--- src/logic/abr_regs.svh ---
// offsets, field positions, reset values and timing counts of the address and soft reset bank
// Contract
// - address field boots with strap-selected address
// - bit 0 picks strap or programmed address
// - bit 4 pulses video input reset, self-clears
// - bit 1 resets everything including registers
// - bit 0 resets logic, registers kept
// - bit 0 reloads strap-loaded register values
// - bit 0 restores address and listed registers
// - matching address acked, mismatch left released
`ifndef ABR_REGS_SVH
`define ABR_REGS_SVH
`define ABR_OFF_ADDR 8'h00
`define ABR_OFF_RST 8'h01
`define ABR_ADDR_SEL_BIT 0
`define ABR_RST_KEEP_BIT 0
`define ABR_RST_FULL_BIT 1
`define ABR_RST_VIDEO_BIT 4
`define ABR_ADDR_SEL_RST 1'b0
`define ABR_RST_REG_RST 8'h00
`define ABR_CLK_NS 100
`define ABR_RST_PULSE_NS 1600
`define ABR_RST_PULSE_CYC ((`ABR_RST_PULSE_NS + `ABR_CLK_NS - 1) / `ABR_CLK_NS)
`endif

--- src/logic/abr_pkg.sv ---
// types shared by the address and soft reset bank
package abr_pkg;
    // serial bus slave states, gray coded along the write path
    typedef enum logic [3:0] {
        ABR_IDLE = 4'h0,
        ABR_ADDR = 4'h1,
        ABR_ACKA = 4'h3,
        ABR_WOFF = 4'h2,
        ABR_ACKO = 4'h6,
        ABR_WDAT = 4'h7,
        ABR_ACKD = 4'h5,
        ABR_RDAT = 4'h4,
        ABR_RACK = 4'hC
    } abr_state_t;
    // reset outputs toward the rest of the chip
    typedef struct packed {
        logic video;
        logic full;
        logic keep;
    } abr_rst_t;
endpackage : abr_pkg

--- src/logic/abr_top.sv ---
// serial bus slave with own-address and self-clearing soft reset registers
`timescale 1ns/1ps
`include "abr_regs.svh"
module abr_top #(
    parameter int RST_CYC = `ABR_RST_PULSE_CYC
) (
    // clock and reset
    input wire logic i_clk,
    input wire logic i_rst_n,
    // serial bus pins, open drain data
    input wire logic i_scl,
    input wire logic i_sda,
    output logic o_sda_o,
    output logic o_sda_oe,
    // decoded address strap
    input wire logic [6:0] i_addr_strap,
    // resets toward the chip and restore strobe for other banks
    output abr_pkg::abr_rst_t o_rst,
    output logic o_restore
);
    // refuse pulse lengths that the five-bit counters cannot hold
    if (RST_CYC < 1 || RST_CYC > 31) begin : g_bad_rst_cyc
        $error("RST_CYC out of range");
    end

    // two-flop synchronisers, third stage only for edge detection
    logic [2:0] scl_s_q, sda_s_q;
    logic [6:0] strap_m_q, strap_s_q;
    always_ff @(posedge i_clk) begin
        scl_s_q <= {scl_s_q[1:0], i_scl};
        sda_s_q <= {sda_s_q[1:0], i_sda};
        strap_m_q <= i_addr_strap;
        strap_s_q <= strap_m_q;
    end
    wire scl_rise = scl_s_q[1] & ~scl_s_q[2];
    wire scl_fall = ~scl_s_q[1] & scl_s_q[2];
    wire bus_start = scl_s_q[1] & ~sda_s_q[1] & sda_s_q[2];
    wire bus_stop = scl_s_q[1] & sda_s_q[1] & ~sda_s_q[2];
    wire sda_in = sda_s_q[1];

    // slave and register state
    abr_pkg::abr_state_t st_q, st_d;
    logic [7:0] sh_q, sh_d;       // shift register for both directions
    logic [3:0] bit_q, bit_d;     // bits seen in current byte
    logic rw_q, rw_d;             // read request latched from address byte
    logic [7:0] ptr_q, ptr_d;     // register pointer
    logic oe_q, oe_d;             // pulls data low when high
    logic [6:0] prog_q, prog_d;   // programmed bus address field
    logic sel_q, sel_d;           // address source select
    logic [6:0] strap_q, strap_d; // strap address latched at boot
    logic load_q, load_d;         // strap reload request
    logic restore_q, restore_d;   // restore strobe to other banks
    logic [2:0] rst_go;           // write of 1 to a reset bit, one cycle
    abr_pkg::abr_rst_t rst_q;     // reset bit states, also read back
    logic full_end;               // last cycle of full reset

    // address the slave answers at
    wire [6:0] own_addr = sel_q ? prog_q : strap_q;
    // read data mux, reserved bits and unmapped offsets read zero
    logic [7:0] rd_data;
    always_comb begin
        rd_data = 8'h00;
        if (ptr_q == `ABR_OFF_ADDR) begin
            rd_data = {prog_q, sel_q};
        end else if (ptr_q == `ABR_OFF_RST) begin
            rd_data[`ABR_RST_VIDEO_BIT] = rst_q.video;
            rd_data[`ABR_RST_FULL_BIT] = rst_q.full;
            rd_data[`ABR_RST_KEEP_BIT] = rst_q.keep;
        end
    end

    // bus slave next state plus register writes and restores
    always_comb begin
        st_d = st_q;
        sh_d = sh_q;
        bit_d = bit_q;
        rw_d = rw_q;
        ptr_d = ptr_q;
        oe_d = oe_q;
        prog_d = prog_q;
        sel_d = sel_q;
        strap_d = strap_q;
        load_d = 1'b0;
        restore_d = 1'b0;
        rst_go = 3'b000;
        if (bus_start) begin
            st_d = abr_pkg::ABR_ADDR;
            bit_d = 4'h0;
            oe_d = 1'b0;
        end else if (bus_stop) begin
            st_d = abr_pkg::ABR_IDLE;
            oe_d = 1'b0;
        end else begin
            case (st_q)
                abr_pkg::ABR_ADDR, abr_pkg::ABR_WOFF, abr_pkg::ABR_WDAT: begin
                    if (scl_rise) begin
                        sh_d = {sh_q[6:0], sda_in};
                        bit_d = bit_q + 4'h1;
                    end else if (scl_fall && bit_q == 4'h8) begin
                        bit_d = 4'h0;
                        oe_d = 1'b1;
                        if (st_q == abr_pkg::ABR_ADDR) begin
                            rw_d = sh_q[0];
                            if (sh_q[7:1] == own_addr) begin
                                st_d = abr_pkg::ABR_ACKA;
                            end else begin
                                st_d = abr_pkg::ABR_IDLE;
                                oe_d = 1'b0;
                            end
                        end else if (st_q == abr_pkg::ABR_WOFF) begin
                            ptr_d = sh_q;
                            st_d = abr_pkg::ABR_ACKO;
                        end else begin
                            st_d = abr_pkg::ABR_ACKD;
                            ptr_d = ptr_q + 8'h01;
                            if (ptr_q == `ABR_OFF_ADDR) begin
                                prog_d = sh_q[7:1];
                                sel_d = sh_q[`ABR_ADDR_SEL_BIT];
                            end else if (ptr_q == `ABR_OFF_RST) begin
                                rst_go[2] = sh_q[`ABR_RST_VIDEO_BIT];
                                rst_go[1] = sh_q[`ABR_RST_FULL_BIT];
                                rst_go[0] = sh_q[`ABR_RST_KEEP_BIT];
                            end
                        end
                    end
                end
                abr_pkg::ABR_ACKA, abr_pkg::ABR_ACKO, abr_pkg::ABR_ACKD: begin
                    // release after the ack clock, then load read data if asked
                    if (scl_fall) begin
                        bit_d = 4'h0;
                        if (st_q == abr_pkg::ABR_ACKA && rw_q) begin
                            st_d = abr_pkg::ABR_RDAT;
                            sh_d = rd_data;
                            oe_d = ~rd_data[7];
                        end else begin
                            st_d = (st_q == abr_pkg::ABR_ACKA) ? abr_pkg::ABR_WOFF
                                                                : abr_pkg::ABR_WDAT;
                            oe_d = 1'b0;
                        end
                    end
                end
                abr_pkg::ABR_RDAT: begin
                    if (scl_rise) begin
                        bit_d = bit_q + 4'h1;
                    end else if (scl_fall) begin
                        if (bit_q == 4'h8) begin
                            st_d = abr_pkg::ABR_RACK;
                            oe_d = 1'b0;
                            ptr_d = ptr_q + 8'h01;
                        end else begin
                            sh_d = {sh_q[6:0], 1'b0};
                            oe_d = ~sh_q[6];
                        end
                    end
                end
                abr_pkg::ABR_RACK: begin
                    // master nack ends the read, ack fetches the next byte
                    if (scl_rise && sda_in) begin
                        st_d = abr_pkg::ABR_IDLE;
                    end else if (scl_fall) begin
                        st_d = abr_pkg::ABR_RDAT;
                        bit_d = 4'h0;
                        sh_d = rd_data;
                        oe_d = ~rd_data[7];
                    end
                end
                default: begin
                    oe_d = 1'b0;
                end
            endcase
        end
        // keep-registers reset and the end of a full reset restore the address bank and strap values
        if (rst_go[0] || full_end) begin
            prog_d = strap_s_q;
            sel_d = `ABR_ADDR_SEL_RST;
            load_d = 1'b1;
            restore_d = 1'b1;
        end
        if (load_q) begin
            strap_d = strap_s_q;
            prog_d = strap_s_q;
        end
    end

    always_ff @(posedge i_clk) begin
        if (!i_rst_n) begin
            st_q <= abr_pkg::ABR_IDLE;
            sh_q <= 8'h00;
            bit_q <= 4'h0;
            rw_q <= 1'b0;
            ptr_q <= 8'h00;
            oe_q <= 1'b0;
            prog_q <= 7'h00;
            sel_q <= `ABR_ADDR_SEL_RST;
            strap_q <= 7'h00;
            load_q <= 1'b1; // strap caught in the first cycle after release
            restore_q <= 1'b0;
        end else begin
            st_q <= st_d;
            sh_q <= sh_d;
            bit_q <= bit_d;
            rw_q <= rw_d;
            ptr_q <= ptr_d;
            oe_q <= oe_d;
            prog_q <= prog_d;
            sel_q <= sel_d;
            strap_q <= strap_d;
            load_q <= load_d;
            restore_q <= restore_d;
        end
    end

    // one self-clearing pulse counter per reset bit
    logic [2:0] rst_on;
    genvar gi;
    generate
        for (gi = 0; gi < 3; gi++) begin : g_rst
            logic [4:0] cnt_q, cnt_d;
            always_comb begin
                cnt_d = cnt_q;
                if (rst_go[gi]) begin
                    cnt_d = 5'(RST_CYC);
                end else if (cnt_q != 5'h00) begin
                    cnt_d = cnt_q - 5'h01;
                end
            end
            always_ff @(posedge i_clk) begin
                if (!i_rst_n) begin
                    cnt_q <= 5'h00;
                end else begin
                    cnt_q <= cnt_d;
                end
            end
            assign rst_on[gi] = (cnt_d != 5'h00);
        end
    endgenerate
    assign full_end = (g_rst[1].cnt_q == 5'h01);

    always_ff @(posedge i_clk) begin
        if (!i_rst_n) begin
            rst_q <= '0;
        end else begin
            rst_q <= {rst_on[2], rst_on[1], rst_on[0]};
        end
    end

    assign o_sda_o = 1'b0;
    assign o_sda_oe = oe_q;
    assign o_rst = rst_q;
    assign o_restore = restore_q;

    // assertions
    property p_ack_on_match;
        @(posedge i_clk) disable iff (!i_rst_n)
        (st_q == abr_pkg::ABR_ADDR && scl_fall && bit_q == 4'h8 && !bus_start && !bus_stop
         && sh_q[7:1] == own_addr) |=> (st_q == abr_pkg::ABR_ACKA && o_sda_oe);
    endproperty
    a_ack_on_match: assert property (p_ack_on_match) else $error("no ack on match");
    property p_nack_on_miss;
        @(posedge i_clk) disable iff (!i_rst_n)
        (st_q == abr_pkg::ABR_ADDR && scl_fall && bit_q == 4'h8 && !bus_start && !bus_stop
         && sh_q[7:1] != own_addr) |=> (st_q == abr_pkg::ABR_IDLE && !o_sda_oe);
    endproperty
    a_nack_on_miss: assert property (p_nack_on_miss) else $error("ack on mismatch");
    property p_strap_source;
        @(posedge i_clk) disable iff (!i_rst_n)
        !sel_q |-> own_addr == strap_q;
    endproperty
    a_strap_source: assert property (p_strap_source) else $error("bad addr source");
    logic [4:0] vid_len_q, vid_len_d; // cycles the video reset has stood so far
    always_comb vid_len_d = o_rst.video ? vid_len_q + 5'h01 : 5'h00;
    always_ff @(posedge i_clk) vid_len_q <= i_rst_n ? vid_len_d : 5'h00;
    property p_video_hold;
        @(posedge i_clk) disable iff (!i_rst_n)
        $fell(o_rst.video) |-> (vid_len_q == 5'(RST_CYC));
    endproperty
    a_video_hold: assert property (p_video_hold) else $error("bad video reset");
    property p_self_clear;
        @(posedge i_clk) disable iff (!i_rst_n)
        $rose(o_rst.full) |-> ##[1:40] !o_rst.full;
    endproperty
    a_self_clear: assert property (p_self_clear) else $error("reset never clears");
    property p_full_restore;
        @(posedge i_clk) disable iff (!i_rst_n)
        $fell(o_rst.full) |-> (!sel_q && o_restore);
    endproperty
    a_full_restore: assert property (p_full_restore) else $error("regs not restored");
    property p_keep_restore;
        @(posedge i_clk) disable iff (!i_rst_n)
        rst_go[0] |=> (!sel_q && o_restore && o_rst.keep) ##2 (prog_q == strap_q);
    endproperty
    a_keep_restore: assert property (p_keep_restore) else $error("keep left regs");
    property p_reserved_zero;
        @(posedge i_clk) disable iff (!i_rst_n)
        (ptr_q == `ABR_OFF_RST) |-> (rd_data[7:5] == 3'h0 && rd_data[3:2] == 2'h0);
    endproperty
    a_reserved_zero: assert property (p_reserved_zero) else $error("reserved set");
    property p_boot_strap;
        @(posedge i_clk) $rose(i_rst_n) |=> (prog_q == $past(strap_s_q));
    endproperty
    a_boot_strap: assert property (p_boot_strap) else $error("strap not loaded");
endmodule : abr_top

--- config.mk ---
export PLATFORM = sky130hd
export DESIGN_NAME = abr_top
export DESIGN_NICKNAME = d
export VERILOG_FILES = /design/src/logic/abr_pkg.sv /design/src/logic/abr_top.sv
export VERILOG_INCLUDE_DIRS = /design/src /design/src/logic
export SDC_FILE = /design/constraint.sdc
export NUM_CORES = 1
export LEC_CHECK = 0
export BUFFER_PORTS_ARGS = -buffer_cell sky130_fd_sc_hd__buf_2
export CORE_AREA = 2 2 159 99
export DETAILED_ROUTE_END_ITERATION = 7
export DIE_AREA = 0 0 161 101
export PLACE_DENSITY_LB_ADDON = 0.2
export SETUP_SLACK_MARGIN = 0.5
export SYNTH_ARGS = -nofsm -noshare
export SYNTH_HDL_FRONTEND = slang
export SYNTH_SLANG_ARGS = --single-unit
--- constraint.sdc ---
create_clock -name i_clk -period 4.1 [get_ports i_clk]
set_clock_uncertainty 0.05 [all_clocks]
set_input_delay 0.615 -clock i_clk [delete_from_list [all_inputs] [get_ports i_clk]]
set_output_delay 0.615 -clock i_clk [all_outputs]
set_load 0.02 [all_outputs]
# [After elaboration in Yosys (flattened, before gate mapping)]
# Cells that the tools add are included.
[op_classes] eq_ne=39 reduce_logical=31 mux=84 add_sub_neg=5 bitwise_logic=18
[ops] cell="$mux 8" n=15
[ops] cell="$mux 7" n=11
[ops] cell="$mux 4" n=14
[ops] cell="$mux 3" n=12
[ops] cell="$pmux 4 s4" n=2
[ops] cell="$pmux 8 s4" n=1
[ops] cell="$reduce_and 8->1" n=4
[ops] cell="$mux 5" n=6
[ops] cell="$reduce_bool 5->1" n=6
[ops] cell="$ne 2x2->1 const B" n=13
[ops] cell="$ne 4x4->1 const B" n=6
[ops] cell="$eq 4x3->1 const B" n=4
[ops] cell="$mux 1" n=16
[ops] cell="$pmux 8 s2" n=1
[ops] cell="$sub 5x1->5 const B" n=3
[ops] cell="$not 1->1" n=12
[ops] cell="$reduce_and 11->1" n=1
[ops] cell="$mux 2" n=5
[ops] cell="$ne 3x1->1 const B" n=3
[ops] cell="$reduce_and 9->1" n=1
[ops] cell="$reduce_bool 3->1" n=3
[ops] cell="$reduce_or 3->1" n=3
[ops] cell="$add 8x1->8 const B" n=1
[ops] cell="$eq 4x2->1 const B" n=2
[ops] cell="21 further kinds" n=32
[totals] regBits=81 output_inout_bits=6 in_bits=11

# [Depth between registers and ports, before layout]
[depth] ltp_word=13 depth_mapped=10

# [Worst setup path after synthesis]
# Ideal clock, no wire load.
[synth_timing] path_kind="register -> register" from="register bit_q[0]" to="register sh_q[2]" n_path_buf=1 path_slack_ps=2013 path_stages_with_launch=10 t_arrival_ps=1922 setup_time_ps=116 period_less_slack_ps=2087 cell_sequence="dfxtp_1 > inv_1 > ha_1 > nand3b_1 > o21ai_2 > a2111oi_4 > o311ai_2 > buf_6 > a221o_1 > and3_1"
[synth_between] elab_chain_cells=3
[synth_lines] item="start: declaration" line_no="abr_top.sv:44" rtl="logic [3:0] bit_q, bit_d;"
[synth_lines] item="start signal: assignment" line_no="abr_top.sv:201" rtl="bit_q <= bit_d;"
[synth_lines] item="$eq 4x4->1" line_no="abr_top.sv:146" rtl="if (bit_q == 4'h8) begin"
[synth_lines] item="$ne 2x2->1 (no source line)"
[synth_lines] item="$reduce_and 11->1 (no source line)"
[synth_lines] item="end signal: assignment" line_no="abr_top.sv:188" rtl="sh_q <= 8'h00;"
[synth_lines] item="end signal: assignment" line_no="abr_top.sv:200" rtl="sh_q <= sh_d;"
[synth_lines] item="end: declaration" line_no="abr_top.sv:43" rtl="logic [7:0] sh_q, sh_d;"
# Every way passes these cells.
# A chain may end at the register's enable or synchronous reset.

# [Worst setup path after layout]
[layout_timing] from="register st_q[0]" to="register prog_q[4]"
[layout_between] elab_chain_cells=11
[layout_lines] item="start: declaration" line_no="abr_top.sv:42" rtl="abr_pkg::abr_state_t st_q, st_d;"
[layout_lines] item="start signal: assignment" line_no="abr_top.sv:187" rtl="st_q <= abr_pkg::ABR_IDLE;"
[layout_lines] item="start signal: assignment" line_no="abr_top.sv:199" rtl="st_q <= st_d;"
[layout_lines] item="$eq 4x2->1" line_no="abr_top.sv:94, abr_top.sv:110"
[layout_lines] item="$mux 3" line_no="abr_top.sv:110" rtl="end else if (st_q == abr_pkg::ABR_WOFF) begin"
[layout_lines] item="$mux 3" line_no="abr_top.sv:102" rtl="if (st_q == abr_pkg::ABR_ADDR) begin"
[layout_lines] item="$mux 3" line_no="abr_top.sv:99" rtl="end else if (scl_fall && bit_q == 4'h8) begin"
[layout_lines] item="$mux 3" line_no="abr_top.sv:96" rtl="if (scl_rise) begin"
[layout_lines] item="$mux 3" line_no="abr_top.sv:94" rtl="case (st_q)"
[layout_lines] item="$mux 3" line_no="abr_top.sv:90" rtl="end else if (bus_stop) begin"
[layout_lines] item="$mux 3" line_no="abr_top.sv:86" rtl="if (bus_start) begin"
[layout_lines] item="$logic_or 1x1->1" line_no="abr_top.sv:173" rtl="if (rst_go[0] || full_end) begin"
[layout_lines] item="$ne 3x2->1 (no source line) (tied with other cells)"
[layout_lines] item="$reduce_and 8->1 (no source line) or $mux 7 (tied branches)"
[layout_lines] item="end signal: assignment" line_no="abr_top.sv:205" rtl="prog_q <= prog_d;"
[layout_lines] item="end: declaration" line_no="abr_top.sv:48" rtl="logic [6:0] prog_q, prog_d;"
# Parallel ways exist; a longest one is shown, timed or not.

==> results.md <==
- Status: finished, final reports clean
- Delay-heaviest family, CP: simple AND/OR/NAND/NOR gates
- Vias in the first global route: 3,145
- Actual slew at the worst max-slew pin: 0.999 ns
- Headroom to the max-slew limit: 33.4%
- Row count: 35
- IO Pins: 17
- Core region area: 14,900 µm²
- Setup Buffers After CTS: 0
- Fmax: 350 MHz
- CTS tree: built
- ANT cells: 0
- CP max stage cell: a221oi_2
- CP Buf/Inv Count: 0
- Distinct cells, synth: 75
- Unrepaired setup endpoints after global routing: no
- Power Density: 403 nW/µm²
- Initial DRC count: 232
- Avg Inst Size Synth: 8.81 µm²
- Sequential share of the synthesized area: 38.5%
- Chip Width: 161 µm
- Largest net degree at the start of global routing: 35
- Kind of start point of the critical path: flip-flop
- Critical Path Source: st_q[0]
- Clock slew seen by the registers of the worst setup and hold paths: 0.06 ns
- Post-CTS Hold Buffers: 0
- I/O Buffers: 15
- Area growth syn-to-layout: 12.4%
- EDFF count, synth: 0
- FF+latch count, synth: 81
- Max_cap viols: 0
- Final Cycle Share: 69.7%
- Critical path arrival: 3.04 ns
- Detail Placement HPWL: 7.40 mm
- Die ar.: 16,300 µm²
- Minimum clock period: 2.86 ns
- CTS Root Cell: clkbuf_16
- Ys Warns: 0
- Global Route Usage Sum: 13.0%
- Wire per inst: 14.6 µm
- Utilization after layout: 31.8%
- DR DRC count: 0
- # setup viols final: 0
- Hold Crit Class: reg -> reg
- Placed cells: 674
- Fin cells: 689
- Max-slew violations: 0
- Final Hold Viols: 0
- Nets: 502
- Cts bufs inserted: 9
- Worst hold path startpoint: strap_m_q[4]
- First-pass GRT wire length: 16.6 mm
- Top cell by count, worst path: nand3_1
- CP Class: reg -> reg
- Via Count: 3,393
- Fraction of layout cells with a size suffix above 1: 10.3%
- H-tree depth: 3
- Syn Nets: 498
- Post-Syn Instances: 478
- # clock sinks: 81
- Overflow after GRT: 0
- Overall power: 1.91 mW
- GP Congestion: 0.878
- Clock Latency Late Sink: 0.34 ns
- Commonest register cell after synthesis: dfxtp_1
- Maximum VDD drop: 0.204 mV
- DRT Wirelength: 10.1 mm
- Post-synthesis cell area: 4210 µm²
- Setup_tns: 0 ns
- Worst endpoint required time: 4.28 ns
- Crit. End Element: flip-flop
- Longest Clk Path Bufs: 2
- LEAKAGE: 1.87 nW
- Post-cts resize count: 0
- Via/cell ratio: 4.92
- Setup ws final: 1.24 ns
- Fraction of registers with async set/reset: 0%
- Dpl ws: 1.26 ns
- DIE HEIGHT: 101 µm
- Antenna Nets Post-Route: 0
- CP max stage delay: 0.86 ns
- Starting density of the core: 28.3%
- Crit-path max FO: 23
- Initial antenna violation count: 0
- Drt first pass iters: 4
- Critical Path, Cell by Cell: and4b_1, nand3_1, nor3b_2, a221oi_2, nand3_1, o211a_1
- Worst R2R Start: st_q[0]
==> report_power, final <==
group          internal (mW)  switching, mW
combinational         0.0639         0.0710
clock                  0.593          0.322
sequential             0.816         0.0422
==> synth_stat cells (5+ instances only) <==
cell | instances | area (µm²)
clkbuf_1 | 9 | 33.8
mux2i_1 | 20 | 200
buf_6 | 6 | 67.6
nand2b_1 | 7 | 43.8
a31oi_1 | 5 | 31.3
o211a_1 | 7 | 70.1
o21ai_0 | 15 | 75.1
nand3_1 | 16 | 80.1
and2_1 | 8 | 50.1
xnor2_1 | 14 | 123
inv_1 | 13 | 48.8
ha_1 | 9 | 113
o21ai_1 | 7 | 35.0
buf_2 | 6 | 30.0
nor2_1 | 37 | 139
dfxtp_1 | 81 | 1620
and3_1 | 10 | 62.6
a21oi_1 | 20 | 100
nor2b_1 | 15 | 93.8
nand2_1 | 49 | 184
or2b_1 | 6 | 45.0
nor3_1 | 19 | 95.1
xor2_1 | 5 | 43.8
==> metal layers <==
| layer | GRT usage [%] | share of wire (%) | up-vias |
|---|---|---|---|
| met5 | 0 | 0 | - |
| met4 | 3.71 | 1.2 | 0 |
| met3 | 2.96 | 3.9 | 11 |
| met2 | 17.5 | 38 | 68 |
| met1 | 20.3 | 57 | 1603 |
| li1 | - | - | 1711 |
==> stage by stage <==
stage	hold WS (ns)	instance area, µm²
global route	0.281	4730
finish	0.275	4730
CTS	0.276	4730
detailed placement	0.262	4400
global placement	0.260	4400
floorplan	0.260	4210
==> flip-flops by register name (all words and copies together) (netlist names) <==
name         cells
sh_q             8
rw_q             1
o_sda_oe         1
load_q           1
prog_q           7
scl_s_q          3
g_rst.cnt_q     15
st_q             4
o_rst            3
o_restore        1
sel_q            1
sda_s_q          3
strap_q          7
bit_q            4
ptr_q            8
strap_s_q        7
strap_m_q        7
==> worst paths after layout <==
check            endpoint  slack [ns]  depth (start not counted)
max             prog_q[4]        1.24                          6
min          strap_s_q[4]        0.28                          0
max reg2reg     prog_q[4]        1.24                          6
min reg2reg  strap_s_q[4]        0.28                          0
==> cell usage in the layout (no fill, tap or decap), types with 3 or more instances in the layout <==
cell       netlist  final
buf_2            6     15
or2b_1           6      6
xnor2_1         14     14
mux2i_1         20     20
nand2_1         49     49
o21a_1           3      3
nor3_1          19     19
nor3b_1          3      3
o22ai_1          4      4
bufinv_16        0      3
nor4_1           3      3
o21ai_1          7      7
a31oi_1          5      5
nor2b_1         15     15
a211oi_1         3      3
o31ai_1          4      4
a21o_1           3      3
xor2_1           5      5
ha_1             9      9
a211o_1          4      4
and2b_1          3      3
nand2b_1         7      7
buf_4            4      3
clkbuf_16        0      9
a22oi_1          4      4
o21ai_0         15     15
and2_1           8      8
nand3b_1         4      4
and3_1          10     10
dfxtp_1         81     81
o211a_1          7      7
a21oi_1         20     20
nor2_1          37     37
a221o_1          4      4
inv_1           13     13
nand3_1         16     16
==> cells by family (layout without fill, tap and decap cells) <==
kind of cell / count (synthesis) / count (layout) / synth area share [%]
other: 1 / 1 / 0.0891
xor gates and xnor gates: 19 / 19 / 3.95
muxes: 20 / 20 / 4.75
DFF: 81 / 81 / 38.5
AOI/OAI and AO/OA: 107 / 107 / 18.9
and+or+nand+nor: 202 / 202 / 26.1
adders and majority gates: 9 / 9 / 2.67
buffers and inverters: 39 / 47 / 5.08
==> cell type report <==
type,instances,area [µm²]
well taps,203,254
inverters,14,52.6
multi-input cells,358,2370
flip-flops and latches,81,1620
repair buffers,18,97.6
clock buffers,10,229
clock inverters,5,104
fillers,1583,10200
(Power assumes the default switching activity.)
